File: config.mk
export PLATFORM = sky130hd
export DESIGN_NAME = tmr_top
export DESIGN_NICKNAME = d
export VERILOG_FILES = /design/src/verilog/tmr_prescale.v /design/src/verilog/tmr_wavegen.v /design/src/verilog/tmr_top.v
export VERILOG_INCLUDE_DIRS = /design/src /design/src/verilog
export SDC_FILE = /design/constraint.sdc
export NUM_CORES = 1
export LEC_CHECK = 0
export BUFFER_PORTS_ARGS = -buffer_cell sky130_fd_sc_hd__buf_2
export CORE_MARGIN = 2
export CORE_UTILIZATION = 43
export CTS_BUF_LIST = sky130_fd_sc_hd__clkbuf_4
export CTS_CLUSTER_DIAMETER = 100
export CTS_CLUSTER_SIZE = 14
export DETAILED_ROUTE_END_ITERATION = 7
export PLACE_DENSITY = 0.75
export SLEW_MARGIN = 10
export SYNTH_ARGS = -nofsm -noshare
export SYNTH_HDL_FRONTEND = slang
export SYNTH_HIERARCHICAL = 1
export SYNTH_SLANG_ARGS = --single-unit
File: constraint.sdc
create_clock -name pclk -period 2.95 [get_ports pclk]
set_clock_uncertainty 0.2 [all_clocks]
set_input_delay 0.59 -clock pclk [delete_from_list [all_inputs] [get_ports pclk]]
set_output_delay 0.59 -clock pclk [all_outputs]
set_load 0.05 [all_outputs]
File: src/verilog/tmr_defs.vh
// Contract
// - Output-mode zero makes a compare match leave the output state alone.
// - New output mode acts at next match; force strobe acts at once in non-PWM.
// - Waveform mode sets counting; output mode sets polarity or set/clear/toggle.
// - Normal mode counts up only, wrapping 0xFF to 0x00; writes allowed anytime.
// - Normal mode sets overflow flag as counter becomes zero; hardware never clears.
// - Clear-on-compare mode clears the counter when it matches the compare value.
// - Clear-on-compare compare value unbuffered; low writes make counter wrap first.
// - Clear-on-compare with output mode 1 toggles the output on every match.
// - Clear-on-compare sets overflow flag when counter goes from maximum to zero.
// - Fast PWM counts zero to 0xFF then clears next tick, 256 tick period.
// - Fast PWM mode 2 clears on match, sets at wrap; mode 3 inverse.
// - Fast PWM sets the overflow flag each time the counter reaches maximum.
// - Fast PWM compare zero gives one-tick spike; compare maximum gives constant level.
// - Fast PWM output mode 1 toggles on match; compare stays double buffered.
// - Phase correct counts up to maximum, holds one tick, counts down, repeats.
// - Phase correct mode 2 clears on up match, sets on down match; 3 inverts.
// - Phase correct sets the overflow flag each time the counter reaches zero.
// - Phase correct compare zero gives constant low, maximum constant high; inverted opposite.
// - Phase correct output changes at zero without match when the up match was missed.
// - Output state reaches the pin only when pin direction is output.
// - Clock select zero stops counting; software write beats clear or count.
// - A software counter write blocks compare flag and output matches in the next timer tick; the CTC clear still happens.
// - Match sets compare flag at next tick; software clears it by writing one.
// - PWM modes double buffer the compare value; non-PWM writes act directly.
`ifndef TMR_DEFS_VH
`define TMR_DEFS_VH

// register byte offsets
`define TMR_ADDR_CTRL 12'h000
`define TMR_ADDR_COUNT 12'h004
`define TMR_ADDR_CMP 12'h008
`define TMR_ADDR_FLAGS 12'h00C

// control register fields
`define TMR_CTRL_WMODE_LO 0
`define TMR_CTRL_OMODE_LO 2
`define TMR_CTRL_CSEL_LO 4
`define TMR_CTRL_FORCE 7
`define TMR_CTRL_PINDIR 8
`define TMR_CTRL_RST 9'h000

// flag register fields
`define TMR_FLAG_OVF 0
`define TMR_FLAG_CMP 1

// waveform modes
`define TMR_WM_NORMAL 2'h0
`define TMR_WM_PHASE 2'h1
`define TMR_WM_CTC 2'h2
`define TMR_WM_FAST 2'h3

// output modes
`define TMR_OM_OFF 2'h0
`define TMR_OM_TOGGLE 2'h1
`define TMR_OM_CLEAR 2'h2
`define TMR_OM_SET 2'h3

// counter extremes
`define TMR_MAX 8'hFF
`define TMR_BOTTOM 8'h00

// prescaler division masks
`define TMR_DIV8_MASK 10'h007
`define TMR_DIV64_MASK 10'h03F
`define TMR_DIV256_MASK 10'h0FF
`define TMR_DIV1024_MASK 10'h3FF

`endif

File: src/verilog/tmr_prescale.v
`include "tmr_defs.vh"
`default_nettype none

module tmr_prescale (
    input wire pclk,
    input wire presetn,
    input wire clk_en,
    input wire [2:0] clock_select_field,
    input wire ext_clk_pin,
    output reg timer_tick
);
    reg [9:0] div_q;
    reg ext_prev_q;

    // free running divider; the four divided selections share it, so switching is cheap but unaligned
    always @(posedge pclk or negedge presetn) begin
        if (!presetn) begin
            div_q <= 10'h000;
            ext_prev_q <= 1'b0;
        end else if (clk_en) begin
            div_q <= div_q + 10'h001;
            ext_prev_q <= ext_clk_pin;
        end
    end

    // tick selection; select zero yields no tick and stops the counter
    always @* begin
        case (clock_select_field)
            3'h1: timer_tick = 1'b1;
            3'h2: timer_tick = (div_q & `TMR_DIV8_MASK) == `TMR_DIV8_MASK;
            3'h3: timer_tick = (div_q & `TMR_DIV64_MASK) == `TMR_DIV64_MASK;
            3'h4: timer_tick = (div_q & `TMR_DIV256_MASK) == `TMR_DIV256_MASK;
            3'h5: timer_tick = (div_q & `TMR_DIV1024_MASK) == `TMR_DIV1024_MASK;
            3'h6: timer_tick = ext_prev_q & ~ext_clk_pin;
            3'h7: timer_tick = ~ext_prev_q & ext_clk_pin;
            default: timer_tick = 1'b0;
        endcase
    end
endmodule // tmr_prescale

`default_nettype wire

File: src/verilog/tmr_wavegen.v
`include "tmr_defs.vh"
`default_nettype none

module tmr_wavegen (
    input wire pclk,
    input wire presetn,
    input wire step,
    input wire force_now,
    input wire [1:0] waveform_mode_field,
    input wire [1:0] output_mode_field,
    input wire match,
    input wire at_max,
    input wire at_bottom,
    input wire dir_up,
    input wire cmp_is_max,
    output reg compare_output
);
    reg seen_up_q;
    reg out_d;
    reg seen_d;

    // level produced by a match, given the slope it happens on
    function match_level;
        input [1:0] om;
        input up;
        input cur;
        begin
            case (om)
                `TMR_OM_TOGGLE: match_level = ~cur;
                `TMR_OM_CLEAR: match_level = ~up;
                `TMR_OM_SET: match_level = up;
                default: match_level = cur;
            endcase
        end
    endfunction

    // next output level per waveform mode
    always @* begin
        out_d = compare_output;
        seen_d = seen_up_q;
        case (waveform_mode_field)
            `TMR_WM_FAST: begin
                if (at_max && output_mode_field[1])
                    out_d = ~output_mode_field[0]; // wrap wins over match at max
                else if (match)
                    out_d = match_level(output_mode_field, 1'b1, compare_output);
            end
            `TMR_WM_PHASE: begin
                if (at_max && cmp_is_max && output_mode_field[1])
                    out_d = ~output_mode_field[0]; // match ignored, down result at top
                else if (at_bottom) begin
                    // bottom is the turn point: act as up match when missed
                    if ((match || !seen_up_q) && !cmp_is_max && output_mode_field[1])
                        out_d = output_mode_field[0];
                    seen_d = 1'b0;
                end else if (match && output_mode_field[1]) begin
                    out_d = match_level(output_mode_field, dir_up, compare_output);
                    if (dir_up)
                        seen_d = 1'b1;
                end
            end
            default: begin
                if (match)
                    out_d = match_level(output_mode_field, 1'b1, compare_output);
            end
        endcase
    end

    // output state register; force strobe only exists in non-PWM modes
    always @(posedge pclk or negedge presetn) begin
        if (!presetn) begin
            compare_output <= 1'b0;
            seen_up_q <= 1'b0;
        end else if (force_now && !waveform_mode_field[0]) begin
            compare_output <= match_level(output_mode_field, 1'b1, compare_output);
        end else if (step) begin
            compare_output <= out_d;
            seen_up_q <= seen_d;
        end
    end
endmodule // tmr_wavegen

`default_nettype wire

File: src/verilog/tmr_top.v
// Our own choices: the address map and the APB slave port.
`include "tmr_defs.vh"
`default_nettype none

module tmr_top (
    input wire pclk,
    input wire presetn,
    input wire clk_en,
    input wire psel,
    input wire penable,
    input wire pwrite,
    input wire [11:0] paddr,
    input wire [31:0] pwdata,
    output wire pready,
    output wire pslverr,
    output reg [31:0] prdata,
    input wire ext_clk_pin,
    output wire compare_output_pin,
    output wire compare_output_oe
);
    // control fields
    reg [1:0] waveform_mode_q;
    reg [1:0] output_mode_q;
    reg [2:0] clock_select_q;
    reg pin_dir_q;

    // counter and compare state
    reg [7:0] counter_value_q;
    reg [7:0] counter_value_d;
    reg dir_up_q;
    reg dir_up_d;
    reg [7:0] compare_value_q;
    reg [7:0] compare_buf_q;
    reg block_q;

    // flags
    reg overflow_flag_q;
    reg compare_flag_q;

    wire timer_tick;
    wire step;
    wire access;
    wire wr_en;
    wire rd_setup;
    wire hit_ctrl;
    wire hit_count;
    wire hit_cmp;
    wire hit_flags;
    wire mapped;
    wire count_wr;
    wire ctrl_wr;
    wire cmp_wr;
    wire flags_wr;
    wire pwm_mode;
    wire raw_match;
    wire match;
    wire at_max;
    wire at_bottom;
    wire ovf_event;
    wire cmp_update;
    wire force_now;
    wire compare_output;

    // a mode is PWM when the low waveform bit is set (modes 1 and 3)
    function is_pwm;
        input [1:0] wm;
        begin
            is_pwm = wm[0];
        end
    endfunction

    // address decode shared by read and write paths
    function [3:0] decode;
        input [11:0] a;
        begin
            decode[0] = a == `TMR_ADDR_CTRL;
            decode[1] = a == `TMR_ADDR_COUNT;
            decode[2] = a == `TMR_ADDR_CMP;
            decode[3] = a == `TMR_ADDR_FLAGS;
        end
    endfunction

    // tick generation from the clock selection
    tmr_prescale u_prescale (
        .pclk(pclk),
        .presetn(presetn),
        .clk_en(clk_en),
        .clock_select_field(clock_select_q),
        .ext_clk_pin(ext_clk_pin),
        .timer_tick(timer_tick)
    );

    // timer work happens on pclk only when the tick enable is present
    assign step = clk_en & timer_tick;

    // apb slave: zero wait states, error on unmapped address
    assign {hit_flags, hit_cmp, hit_count, hit_ctrl} = decode(paddr);
    assign mapped = hit_ctrl | hit_count | hit_cmp | hit_flags;
    assign access = psel & penable;
    assign pready = 1'b1;
    assign pslverr = access & ~mapped;
    assign wr_en = access & pwrite & clk_en;
    assign rd_setup = psel & ~penable & ~pwrite;
    assign ctrl_wr = wr_en & hit_ctrl;
    assign count_wr = wr_en & hit_count;
    assign cmp_wr = wr_en & hit_cmp;
    assign flags_wr = wr_en & hit_flags;
    assign force_now = ctrl_wr & pwdata[`TMR_CTRL_FORCE];

    assign pwm_mode = is_pwm(waveform_mode_q);
    assign at_max = counter_value_q == `TMR_MAX;
    assign at_bottom = counter_value_q == `TMR_BOTTOM;

    // comparator, blocked for one tick after a counter write
    assign raw_match = counter_value_q == compare_value_q;
    assign match = raw_match & ~block_q;

    // double buffer reload: top in both PWM modes (phase correct is up at max)
    assign cmp_update = step & pwm_mode & at_max;

    // overflow event per waveform mode
    assign ovf_event = step & ((waveform_mode_q == `TMR_WM_PHASE) ?
        (at_bottom & ~dir_up_q) :
        at_max);

    // next counter value and direction; sequence depends on waveform mode and, in CTC, on the compare value
    always @* begin
        counter_value_d = counter_value_q + 8'h01;
        dir_up_d = 1'b1;
        case (waveform_mode_q)
            `TMR_WM_CTC: begin
                if (raw_match)
                    counter_value_d = `TMR_BOTTOM;
            end
            `TMR_WM_FAST: begin
                if (at_max)
                    counter_value_d = `TMR_BOTTOM;
            end
            `TMR_WM_PHASE: begin
                dir_up_d = dir_up_q;
                if (dir_up_q && at_max) begin
                    dir_up_d = 1'b0; // max seen for one tick then down
                    counter_value_d = `TMR_MAX - 8'h01;
                end else if (!dir_up_q && at_bottom) begin
                    dir_up_d = 1'b1;
                    counter_value_d = `TMR_BOTTOM + 8'h01;
                end else if (!dir_up_q) begin
                    counter_value_d = counter_value_q - 8'h01;
                end
            end
            default: begin
                counter_value_d = counter_value_q + 8'h01;
            end
        endcase
    end

    // counter register; software write has priority over count and clear
    always @(posedge pclk or negedge presetn) begin
        if (!presetn) begin
            counter_value_q <= `TMR_BOTTOM;
            dir_up_q <= 1'b1;
        end else if (count_wr) begin
            counter_value_q <= pwdata[7:0];
        end else if (step) begin
            counter_value_q <= counter_value_d;
            dir_up_q <= dir_up_d;
        end
    end

    // match blocking lasts until the next tick, even while stopped
    always @(posedge pclk or negedge presetn) begin
        if (!presetn)
            block_q <= 1'b0;
        else if (count_wr)
            block_q <= 1'b1;
        else if (step)
            block_q <= 1'b0;
    end

    // compare value and its buffer
    always @(posedge pclk or negedge presetn) begin
        if (!presetn) begin
            compare_value_q <= 8'h00;
            compare_buf_q <= 8'h00;
        end else begin
            if (cmp_wr)
                compare_buf_q <= pwdata[7:0];
            if (cmp_wr && !pwm_mode)
                compare_value_q <= pwdata[7:0]; // direct in non-PWM
            else if (cmp_update)
                compare_value_q <= compare_buf_q;
        end
    end

    // control register; force bit is a strobe and never stored
    always @(posedge pclk or negedge presetn) begin
        if (!presetn) begin
            waveform_mode_q <= `TMR_WM_NORMAL;
            output_mode_q <= `TMR_OM_OFF;
            clock_select_q <= 3'h0;
            pin_dir_q <= 1'b0;
        end else if (ctrl_wr) begin
            waveform_mode_q <= pwdata[`TMR_CTRL_WMODE_LO +: 2];
            output_mode_q <= pwdata[`TMR_CTRL_OMODE_LO +: 2];
            clock_select_q <= pwdata[`TMR_CTRL_CSEL_LO +: 3];
            pin_dir_q <= pwdata[`TMR_CTRL_PINDIR];
        end
    end

    // sticky flags: hardware sets, software clears by writing one; set wins
    always @(posedge pclk or negedge presetn) begin
        if (!presetn) begin
            overflow_flag_q <= 1'b0;
            compare_flag_q <= 1'b0;
        end else begin
            if (ovf_event)
                overflow_flag_q <= 1'b1;
            else if (flags_wr && pwdata[`TMR_FLAG_OVF])
                overflow_flag_q <= 1'b0;
            if (step && match)
                compare_flag_q <= 1'b1;
            else if (flags_wr && pwdata[`TMR_FLAG_CMP])
                compare_flag_q <= 1'b0;
        end
    end

    // output state machine of the waveform generator
    tmr_wavegen u_wavegen (
        .pclk(pclk),
        .presetn(presetn),
        .step(step),
        .force_now(force_now),
        // a forced match acts with the modes written beside the strobe
        .waveform_mode_field(force_now ? pwdata[`TMR_CTRL_WMODE_LO +: 2] : waveform_mode_q),
        .output_mode_field(force_now ? pwdata[`TMR_CTRL_OMODE_LO +: 2] : output_mode_q),
        .match(match),
        .at_max(at_max),
        .at_bottom(at_bottom),
        .dir_up(dir_up_q),
        .cmp_is_max(compare_value_q == `TMR_MAX),
        .compare_output(compare_output)
    );

    // pin override needs a non-zero output mode; the driver needs direction set
    assign compare_output_pin = compare_output;
    assign compare_output_oe = pin_dir_q & (output_mode_q != `TMR_OM_OFF);

    // read data captured in the setup phase so it stands through the access phase
    always @(posedge pclk or negedge presetn) begin
        if (!presetn) begin
            prdata <= 32'h00000000;
        end else if (rd_setup && clk_en) begin
            prdata <= 32'h00000000;
            if (hit_ctrl)
                prdata <= {23'h000000, pin_dir_q, 1'b0, clock_select_q,
                           output_mode_q, waveform_mode_q};
            else if (hit_count)
                prdata <= {24'h000000, counter_value_q};
            else if (hit_cmp)
                prdata <= {24'h000000, compare_buf_q};
            else if (hit_flags)
                prdata <= {30'h00000000, compare_flag_q, overflow_flag_q};
        end
    end
endmodule // tmr_top

`default_nettype wire

==> key figures <==
Final layout
  • Fillcell total: 822
  • Area of the multi-input gates: 0.002360 mm²
  • Share of layout cells above drive strength 1: 0.2843
  • Synth-to-layout area growth: 12.70%
  • Reg area: 0.001453 mm²
  • Antenna diodes: 0
  • Nets: 547

Global route
  • First-pass GRT wire length: 17,130 µm
  • Antenna violations before repair: 0
  • Total GRT Usage: 0.2136
  • GR Overflow Total: 0
  • Vias in the first global route: 3,401
  • Largest net degree at the start of global routing: 27

Clock tree
  • Number of buffers created by CTS: 9
  • Htree depth: 3
  • CTS tree: done
  • CTS max path bufs: 2
  • Worst skew pair latency: 0.43 ns
  • Root buffer cell: clkbuf_4
  • Worst-path clk slew: 0.12 ns
  • Clock Sinks: 58

Setup path
  • Startpoint types: input pin
  • Crit path DAT: 2.94 ns
  • Worst EP required: 3.05 ns
  • Worst setup EP type: register
  • Crit Path Max Fanout: 5
  • Critical path class: input pin to register
  • Worst R2R Start: u_prescale/div_q[0]
  • Worst setup startpoint: paddr[1]

Synthesis
  • Post-synth top area share: 0.3515
  • Count of mapped cells out of synthesis: 430
  • Warnings from Yosys: 6
  • Mux share of post-synthesis cell area: 0.1079
  • Synth cell count leaders: dfrtp_1 (57), nand2_1 (40), nor2_1 (30), buf_4 (24), o21ai_0 (19)
  • Compound-Gate Fraction of Synth Area: 0.1557
  • Average cell area after synthesis: 9.436 µm²
  • Synth Area in XOR/XNOR: 0.05612
  • Sequential-to-total area share from yosys stat: 0.3580
  • Unique masters post-synth: 82
  • Main combinational cell family by area after synthesis: simple AND/OR/NAND/NOR gates
  • Cell with the most instances after synthesis: dfrtp_1
  • Adder-cell area share of the yosys netlist: 0.01542
  • Synth area leaders: dfrtp_1 (35%), mux2_2 (5.0%), buf_4 (4.4%)
  • Cell Area, Synth: 0.004058 mm²
  • Post-synth EDFFs: 0
  • Post-synthesis async set-or-reset flop share: 1.000
  • Yosys top cell by area: dfrtp_1
  • Top_reg_cell synth: dfrtp_1
  • Simple-gate share of the synthesized area: 0.2220
  • FF+latch count, synth: 58

STA
  • Slew HR: 0.4892
  • Final worst path period need: 2.846 ns
  • Measured slew at the worst slew-check pin: 0.7646 ns
  • Crit share post-route: 0.9649
  • Count of final hold-check violations: 0
  • Final setup violation count: 0
  • FMAX: 0.3513 GHz
  • Final setup margin: 0.1037 ns
  • Max-slew violations: 0
  • Fin Setup TNS: 0 ns

Floorplanning
  • Die W: 101.1 µm
  • Core area: 0.009196 mm²
  • Starting Density: 0.4412
  • Site Rows: 35
  • Die area: 0.01023 mm²
  • IO Pins: 87
  • Height of the die: 101.1 µm

Worst hold path
  • Hold crit path type: input pin to register
  • Hold path start: pwdata[8]

Run status
  • Status: finished clean

Power
  • VDD IR-drop max: 0.4232 mV
  • Leakage: 1.995 nW
  • PD cells: 370.6 mW/mm²

Route
  • Vias/cell: 5.964
  • DRC viols: 0
  • WL final: 10,450 µm
  • Routed Antenna Nets: 0
  • Iteration-0 DRC Markers: 393
  • Vias: 3,620
  • Drt wl/cell: 17.22 µm
  • Pre-antenna DRT Iters: 5

Place
  • Pre-CTS WS: -0.4092 ns
  • Post-DP HPWL: 7656 µm
  • Port buffer count: 39
  • GPL Wtd Cong: 0.9290

Job
  • Maxcap violations: 0
cell families after synthesis:
family / count (synthesis)
AO/OA/AOI/OAI: 89
flip-flops: 58
other: 2
XOR/XNOR: 26
AND/OR/NAND/NOR: 154
buffers and inverters: 59
multiplexers: 37
adder cells (fa/ha/maj): 5
routing by layer:
metal	up-vias	wire length, µm	track usage
li1	1656	-	-
met1	1727	4336	0.2822
met2	204	4997	0.3439
met3	33	832	0.05314
met4	0	285	0.07173
met5	-	0	0
power by group:
part / total (mW) / switching, mW / internal (mW)
clock network: 0.496 / 0.321 / 0.175
registers: 0.923 / 0.0764 / 0.847
logic: 0.276 / 0.180 / 0.0957
total: 1.69 / 0.577 / 1.12
final timing paths:
path | end | slack [ns] | depth (start not counted)
setup / recovery | u_wavegen/compare_output | 0.10 | 12
hold / removal | pin_dir_q | 0.18 | 2
setup reg to reg | counter_value_q[3] | 0.31 | 10
hold reg to reg | prdata[5] | 0.29 | 2
max in group asynchronous | prdata[6] | 1.34 | 3
min in group asynchronous | u_prescale/div_q[5] | 0.51 | 2
stage by stage:
stage	area, µm²	cells	util	hold WS, ns	total power [mW]
CTS	4553	605	0.4951	0.1794	1.707
detailed placement	4434	588	0.4822	0.2689	1.214
floorplan	4144	452	-	0.09441	1.138
finish	4573	607	0.4973	0.1827	1.695
global route	4573	607	0.4973	0.1759	1.792
global placement	4434	588	0.4822	0.2559	1.191
sequential cells by signal, indices dropped and copies added, names as in the netlist:
name,flops
u_wavegen/seen_up_q,1
u_prescale/div_q,10
counter_value_q,8
clock_select_q,3
waveform_mode_q,2
compare_flag_q,1
pin_dir_q,1
block_q,1
u_wavegen/compare_output,1
output_mode_q,2
u_prescale/ext_prev_q,1
compare_value_q,8
overflow_flag_q,1
compare_buf_q,8
prdata,9
dir_up_q,1
critical path: stages:
cell and delay, ns:
buf_2 0.11, nor4_4 0.35, nand3_4 0.14, nor4b_4 0.41, nand2_4 0.14, mux2_4 0.32
buf_4 0.15, nand2b_1 0.11, a31oi_1 0.06, buf_4 0.17, a221oi_2 0.28, o22ai_1 0.11
cell type report:
cell class / count / area share
inverter: 12 / 0.009850
sequential: 58 / 0.3176
clock buffer: 10 / 0.01642
tap: 111 / 0.03037
multi-input combinational: 335 / 0.5160
clock inverter: 6 / 0.007387
timing repair buffer: 75 / 0.1023
cell usage in the layout, fill, tap and decap left out, drive strengths merged, types with 4 or more instances in the layout:
cell,synthesis,layout
nand3,16,16
a31oi,5,5
clkbuf,13,10
conb,2,24
buf,34,74
o22ai,5,5
o21ai,21,21
nand4,10,10
a21oi,15,15
xnor2,18,18
o31ai,7,7
nor2b,4,4
nand2,41,41
nor4,6,6
clkinv,1,5
ha,5,5
a311oi,5,5
mux2,22,22
mux2i,13,13
nor3,14,14
and3,4,4
dfrtp,57,57
inv,11,11
nor2,30,30
or4,4,4
nand2b,5,5
or3,4,4
xor2,8,8
timing repair:
action                                 4_1_cts  5_1_grt
endpoints found under the hold margin       23        0
hold buffers                                 1        0
setup endpoints to repair                    0        1
gates resized for setup                      0        1
buffers inserted                             0        2
Note: power is estimated with default switching activity, not from simulation.
